<file path="config.mk">
export PLATFORM = sky130hd
export DESIGN_NAME = expansion_bus_shared_control
export DESIGN_NICKNAME = d
export VERILOG_FILES = /design/src/xbus_ctrl_pkg.sv /design/src/bus_timeout_timer.sv /design/src/expansion_bus_shared_control.sv
export SDC_FILE = /design/constraint.sdc
export NUM_CORES = 1
export LEC_CHECK = 0
export BUFFER_PORTS_ARGS = -buffer_cell sky130_fd_sc_hd__buf_4
export CORE_UTILIZATION = 52
export DETAILED_ROUTE_END_ITERATION = 12
export GPL_TIMING_DRIVEN = 0
export HOLD_SLACK_MARGIN = 0.08
export PLACE_DENSITY = 0.87
export SYNTH_ARGS = -nofsm -noshare
export SYNTH_HDL_FRONTEND = slang
export SYNTH_HIERARCHICAL = 1
export SYNTH_SLANG_ARGS = --single-unit
</file>
<file path="constraint.sdc">
create_clock -name sys_clk -period 5.8 [get_ports sys_clk]
set_clock_uncertainty 0.05 [all_clocks]
set_input_delay 0.29 -clock sys_clk [delete_from_list [all_inputs] [get_ports sys_clk]]
set_output_delay 0.29 -clock sys_clk [all_outputs]
set_load 0.03 [all_outputs]
</file>
<file path="src/xbus_ctrl_pkg.sv">
package xbus_ctrl_pkg;
   localparam logic [11:0] shared_bus_control_offset = 12'hC40;
   localparam int bit_dma2_burst = 29;
   localparam int bit_dma1_burst = 28;
   localparam int bit_write_polarity = 27;
   localparam int bit_fair = 21;
   localparam int bit_parity = 18;
   localparam int timeout_lsb = 0;
   // reserved bits that read back as one
   localparam logic [31:0] reserved_ones = 32'h00C1_0100;
   localparam logic [3:0] timeout_default = 4'h8;
   localparam int clk_mhz = 100;
   // timeout limits in microseconds, indexed by code
   localparam int timeout_us [16] = '{0, 8, 15, 30, 60, 125, 250, 500,
      1000, 2000, 4000, 8000, 16000, 32000, 64000, 128000};
   localparam int timeout_cnt_w = 24;

   typedef struct packed {
      logic dma2_burst;
      logic dma1_burst;
      logic fair;
      logic parity;
      logic [3:0] limit;
   } ctrl_s;

   typedef struct packed {
      logic fair;
      logic parity;
      logic [3:0] limit;
   } eeprom_cfg_s;
endpackage

</file>
<file path="src/bus_timeout_timer.sv">
`timescale 1ns/10ps
module bus_timeout_timer
   import xbus_ctrl_pkg::*;
(
   // clock and reset
   input wire logic sys_clk,
   input wire logic nrst,
   // control
   input wire logic [3:0] limit,
   input wire logic system_controller,
   input wire logic cycle_start,
   input wire logic cycle_done,
   // result
   output logic bus_error_line
);
   typedef enum logic [1:0] {idle = 2'b00, timing = 2'b01, fault = 2'b10} tmr_state_e;
   tmr_state_e state, next_state;
   logic [timeout_cnt_w-1:0] count, next_count;
   logic [timeout_cnt_w-1:0] limit_cycles;
   logic next_err;

   // code to cycle count; lookup kept as constants so it synthesizes to a rom
   always_comb
   begin
      limit_cycles = timeout_cnt_w'(timeout_us[limit] * clk_mhz);
   end

   // bus error holds until the cycle ends, so the master sees it
   always_comb
   begin
      next_state = state;
      next_count = count;
      next_err = 1'b0;
      case (state)
         idle:
         begin
            if (cycle_start && system_controller && limit != 4'h0)
            begin
               next_state = timing;
               next_count = '0;
            end
         end
         timing:
         begin
            if (cycle_done || limit == 4'h0)
               next_state = idle;
            else if (cycle_start)
               next_count = '0;
            else if (count + 1'b1 >= limit_cycles)
               next_state = fault;
            else
               next_count = count + 1'b1;
         end
         fault:
         begin
            next_err = 1'b1;
            if (cycle_done)
            begin
               next_state = idle;
               next_err = 1'b0;
            end
         end
         default: next_state = idle;
      endcase
   end

   always_ff @(posedge sys_clk or negedge nrst)
   begin
      if (!nrst)
      begin
         state <= idle;
         count <= '0;
         bus_error_line <= 1'b0;
      end
      else
      begin
         state <= next_state;
         count <= next_count;
         bus_error_line <= (next_state == fault) ? 1'b1 : next_err;
      end
   end
endmodule

</file>
<file path="src/expansion_bus_shared_control.sv">
`timescale 1ns/10ps
module expansion_bus_shared_control
   import xbus_ctrl_pkg::*;
(
   // clock and hard reset
   input wire logic sys_clk,
   input wire logic nrst,
   // soft reset pulse, same clock
   input wire logic soft_reset,
   // eeprom values, sampled at hard reset release
   input wire eeprom_cfg_s eeprom_cfg,
   // register access, offset within the A24/A32 window
   input wire logic [11:0] reg_addr,
   input wire logic reg_write,
   input wire logic [3:0] reg_byte_en,
   input wire logic [31:0] reg_wdata,
   output logic [31:0] reg_rdata,
   // expansion bus cycle status, from pins
   input wire logic system_controller,
   input wire logic cycle_start,
   input wire logic cycle_done,
   // controls to the bus logic
   output logic dma1_burst_select,
   output logic dma2_burst_select,
   output logic fair_requester,
   output logic parity_check_enable,
   output logic bus_error_line
);
   ctrl_s ctrl, next_ctrl;
   logic load_pending, next_load_pending;
   localparam int n_pins = 3;
   logic [n_pins-1:0] pin_raw;
   wire logic [n_pins-1:0] pin_q;
   logic start_prev;
   logic start_pulse;
   logic hit;
   logic [31:0] wmask;

   // pins gathered so each one gets the same filter: start, done, system controller
   assign pin_raw = {system_controller, cycle_done, cycle_start};

   // pins pass three stage flops and an output flop; a change counts once stages two and three agree
   for (genvar i = 0; i < n_pins; i++)
   begin : g_sync
      logic [2:0] stages;
      logic q;
      always_ff @(posedge sys_clk or negedge nrst)
      begin
         if (!nrst)
         begin
            stages <= 3'h0;
            q <= 1'b0;
         end
         else
         begin
            stages <= {stages[1:0], pin_raw[i]};
            if (stages[2] == stages[1])
               q <= stages[2];
         end
      end
      assign pin_q[i] = q;
   end

   // previous start level; resets to the idle level of the pin so no false edge
   always_ff @(posedge sys_clk or negedge nrst)
   begin
      if (!nrst)
         start_prev <= 1'b0;
      else
         start_prev <= pin_q[0];
   end

   // one pulse per cycle start: a held level would keep restarting the timer
   always_comb
   begin
      start_pulse = pin_q[0] && !start_prev;
   end

   // byte enables widened to a bit mask for partial writes
   always_comb
   begin
      hit = (reg_addr == shared_bus_control_offset);
      wmask = {{8{reg_byte_en[3]}}, {8{reg_byte_en[2]}}, {8{reg_byte_en[1]}},
         {8{reg_byte_en[0]}}};
   end

   // register update; eeprom load happens one cycle after hard reset release
   // because an async reset may only load constants
   always_comb
   begin
      next_ctrl = ctrl;
      next_load_pending = 1'b0;
      if (load_pending)
      begin
         next_ctrl.fair = eeprom_cfg.fair;
         next_ctrl.parity = eeprom_cfg.parity;
         next_ctrl.limit = eeprom_cfg.limit;
      end
      else if (reg_write && hit)
      begin
         // a written one takes the polarity; a written zero leaves the bit alone
         if (wmask[bit_dma2_burst] && reg_wdata[bit_dma2_burst])
            next_ctrl.dma2_burst = reg_wdata[bit_write_polarity];
         if (wmask[bit_dma1_burst] && reg_wdata[bit_dma1_burst])
            next_ctrl.dma1_burst = reg_wdata[bit_write_polarity];
         if (wmask[bit_fair])
            next_ctrl.fair = reg_wdata[bit_fair];
         if (wmask[bit_parity])
            next_ctrl.parity = reg_wdata[bit_parity];
         if (wmask[timeout_lsb])
            next_ctrl.limit = reg_wdata[timeout_lsb +: 4];
      end
      // soft_reset touches none of these fields: burst selects survive it
      if (soft_reset)
         next_ctrl.dma2_burst = next_ctrl.dma2_burst;
   end

   always_ff @(posedge sys_clk or negedge nrst)
   begin
      if (!nrst)
      begin
         ctrl <= '{dma2_burst: 1'b0, dma1_burst: 1'b0, fair: 1'b0, parity: 1'b0,
            limit: timeout_default};
         load_pending <= 1'b1;
      end
      else
      begin
         ctrl <= next_ctrl;
         load_pending <= next_load_pending;
      end
   end

   // readback: reserved ones shown as one, polarity bit reads zero
   always_ff @(posedge sys_clk or negedge nrst)
   begin
      if (!nrst)
         reg_rdata <= 32'h0000_0000;
      else if (hit)
      begin
         reg_rdata <= reserved_ones;
         reg_rdata[bit_dma2_burst] <= ctrl.dma2_burst;
         reg_rdata[bit_dma1_burst] <= ctrl.dma1_burst;
         reg_rdata[bit_fair] <= ctrl.fair;
         reg_rdata[bit_parity] <= ctrl.parity;
         reg_rdata[timeout_lsb +: 4] <= ctrl.limit;
      end
      else
         reg_rdata <= 32'h0000_0000;
   end

   // control outputs straight from the register
   always_comb
   begin
      dma1_burst_select = ctrl.dma1_burst;
      dma2_burst_select = ctrl.dma2_burst;
      fair_requester = ctrl.fair;
      parity_check_enable = ctrl.parity;
   end

   bus_timeout_timer u_timer (
      .sys_clk(sys_clk),
      .nrst(nrst),
      .limit(ctrl.limit),
      .system_controller(pin_q[2]),
      .cycle_start(start_pulse),
      .cycle_done(pin_q[1]),
      .bus_error_line(bus_error_line)
   );
endmodule

</file>
==> results.md <==
* Arrival time at the worst endpoint at 6.10 ns
* Unrepaired setup endpoints after global routing: yes
* Top cell type's share of synthesized area at 0.262
* Via count at between 4000 and 5000
* Horizontal die dimension at 103 um
* Min cycle time layout at 5.90 ns
* # diodes at 0
* Final worst path period share at 1.02
* Cells taking the most area after synthesis: dfrtp_1 (26%), ha_1 (18%), fa_1 (4.1%), o21ai_0 (4.1%), xnor2_1 (3.8%)
* Critical R2R Launch: ctrl[2]
* Post-detailed-route count of antenna-violating nets at 0
* Data required, critical path at 6.00 ns
* Cell area after synthesis at between 0.005 and 0.006 mm^2
* Dominant cell type by area after synthesis: dfrtp_1
* Setup tns final at -0.578 ns
* Top_reg_cell synth: dfrtp_1
* Number of setup violations in the final report at 10
* Element type at the critical path start: register
* Core Area at roughly 0.01 mm^2
* Starting density of the core at 0.542
* Port-buffer cells at 51
* Number of placement rows at 36
* Number of design rule violations left after detail routing at 0
* Largest net degree at the start of global routing at roughly 60
* CTS tree: done
* Filler Cell Count at 684
* Routed WL at 13.9 mm
* Worst setup EP type: register
* Initial antenna violation count at 0
* Leakage power of the design at 0.00343 uW
* Register clock-pin slew on the reported worst setup and hold paths at 0.07 ns
* Register area share after synthesis at 0.272
* Violated checks: setup timing
* Most instantiated library cell after synthesis: ha_1
* Number of maximum-capacitance constraint violations at 0
* Total of flip-flops plus latches after synthesis at 58
* Fraction of final layout cells sized beyond drive strength 1 at 0.274
* Placer Congestion at 0.869
* Share of synthesized flip-flops with an asynchronous set or reset at 1.00
* Synth Area per Inst at 8.99 um^2
* All-layer global routing usage at 0.249
* Critical path peak fanout at 8
* Worst-case hold slack at 0.139 ns
* Via count normalized by instance count at 5.80
* Total congestion overflow after global routing at 0
* Post-DR wirelength/cell at ~16 um
* Most instantiated cells after synthesis: ha_1 (75), dfrtp_1 (56), o21ai_0 (44), nand2_1 (41), inv_1 (39)
* Result of the run: finished, violations left
* Achievable Freq at 169 MHz
* Power Total at around 2000 uW
* Number of buffers created by CTS at 9
* Final standard cell count with taps included and fillers excluded at between 800 and 900
* Slew at the pin with the worst max-slew slack at 0.940 ns
* Final design utilization at 0.696
* EDFF count, synth at 0
* Inst Count DP at 798
* Number of hold violations in the final report at 0
* Layout Area Growth over Synthesis at 28.5%
* Final setup margin at -0.0999 ns
* Count of TritonRoute iterations in the first routing pass at 5
* Source of the critical timing path: ctrl[2]
* I/O pin count at 98
* Reg2Reg Setup Slack at -0.1 ns
* Max rail drop VDD at approximately 0.0002 V
* Count of cells along the worst register-to-register path at 24
* Slew HR at 0.365
* Area of the die at around 0.011 mm^2
* Type of the worst setup path: reg -> reg
* Net count reported at finish at 862
* Vias in the first global route at 4702
* Vert. Die Dim at 103 um
* Clk root buf: clkbuf_8
* Depth of the CTS H-tree at 3
* Count of clock tree sinks at 58
* Reg-to-reg endpoint: u_timer/count[13]
* Max Buffers Root-to-Sink at 2
* Cell count after synthesis at 594
* Cell variety after synth at 67
* Final HPWL from detailed placement at 9.18 mm
* Global-route wire length before repair at 20.8 mm
* Total number of yosys warnings at 6
* Hold WC Path Type: in -> reg
* Total power divided by cell area at 296 mW/mm^2
* DRC marker count from the first detailed-route iteration at about 320
* Clock insertion delay at the later pin of the skew report at 0.33 ns
* Max-slew violation count at 0
* Destination of the critical timing path: u_timer/count[13]
[what timing repair did]
item                       in CTS  in global routing
resized for setup              42                 56
setup endpoints to repair      27                 27
cloned                          0                  1
buffers inserted               20                 17
hold buffers                    4                  0
pin swaps                      16                 22
hold endpoints to repair       59                  0
[cell type report]
class                      instances  area, um^2  share of cell area
multi-input combinational        471        3820               0.557
clock inverter                     6        91.3              0.0133
inverter                          39         146              0.0213
clock buffer                      10         128              0.0186
buffer                            44         334              0.0487
timing repair buffer              92         722               0.105
tap                              133         166              0.0242
sequential                        58        1460               0.212
[critical path: stages (launching register included)]
cell and delay, ns:
dfrtp_1 0.39, buf_6 0.15, buf_8 0.13, o21a_1 0.18, a211oi_2 0.27, ha_1 0.30, fa_1 0.56, ha_4 0.22
fa_2 0.37, a211o_1 0.31, a21oi_2 0.23, o21ai_2 0.12, buf_4 0.16, a41oi_1 0.25, xor2_1 0.17, ha_1 0.26
a21oi_1 0.15, o21ai_1 0.13, o21a_1 0.27, o31ai_4 0.25, a32oi_4 0.13, or2_1 0.29, buf_6 0.15, clkbuf_16 0.16
o31ai_4 0.16
[cell families (layout without fill, tap and decap cells)]
logic type      count (synthesis)  in the layout  synth area share
other cells                     1             21          0.000702
flops                          58             58             0.272
compound gates                143            143             0.171
xor+xnor                       39             39            0.0639
fa+ha+maj                      89             89             0.222
buf+inv                        85            191            0.0799
simple gates                  177            177             0.186
mux                             2              2           0.00422
[metal layers]
layer	global-route usage	wire, um
met4	0.0910	369
met1	0.314	5590
met2	0.429	7150
met3	0.0417	786
met5	0	0
[cells in the final DEF, fill, tap and decap left out, types with 8 or more instances in the layout]
| cell | n |
|---|---|
| o21a_1 | 8 |
| nand3_1 | 13 |
| xor2_1 | 16 |
| ha_1 | 70 |
| a21oi_1 | 25 |
| o21ai_0 | 28 |
| and3_1 | 10 |
| clkbuf_8 | 11 |
| nand2b_1 | 16 |
| dfrtp_1 | 54 |
| fa_1 | 10 |
| a41oi_1 | 8 |
| nand2_1 | 39 |
| conb_1 | 21 |
| buf_4 | 110 |
| and2_1 | 9 |
| nor2b_1 | 11 |
| inv_1 | 38 |
| xnor2_1 | 23 |
| o21ai_1 | 9 |
| nor2_1 | 35 |
| clkbuf_1 | 8 |
[flip-flops by register name (all words and copies together), names as in the netlist]
signal and cells:
u_timer/bus_error_line 1, start_prev 1, g_sync.stages 9, g_sync.q 3
u_timer/state 2, ctrl 4, load_pending 1, dma1_burst_select 1
parity_check_enable 1, reg_rdata 9, dma2_burst_select 1, fair_requester 1
u_timer/count 24
[per-stage QoR]
step | area [um^2] | worst slack (ns)
after floorplan | 5430 | 0.0325
after global placement | 5980 | -0.773
after detailed placement | 5980 | -0.971
after CTS | 6560 | 0.0167
after global routing | 6870 | -0.274
final | 6870 | -0.0999
[worst min-delay path by stage]
stage,start,endpoint,slack [ns],cells after the start
floorplan,nrst,ctrl[0],-0.06,0
global placement,g_sync[1].stages[0],g_sync[1].stages[1],0.28,0
detailed placement,g_sync[0].stages[0],g_sync[0].stages[1],0.29,0
global route,reg_wdata[27],dma1_burst_select,0.14,2
CTS,reg_wdata[27],dma1_burst_select,0.13,2
finish,reg_wdata[27],dma1_burst_select,0.14,2
[power breakdown]
| group | switching, uW | internal (uW) | total, uW |
|---|---|---|---|
| Clock | 173 | 244 | 416 |
| Combinational | 657 | 509 | 1170 |
| Sequential | 23.8 | 426 | 449 |
Note: power is estimated with default switching activity, not from simulation.
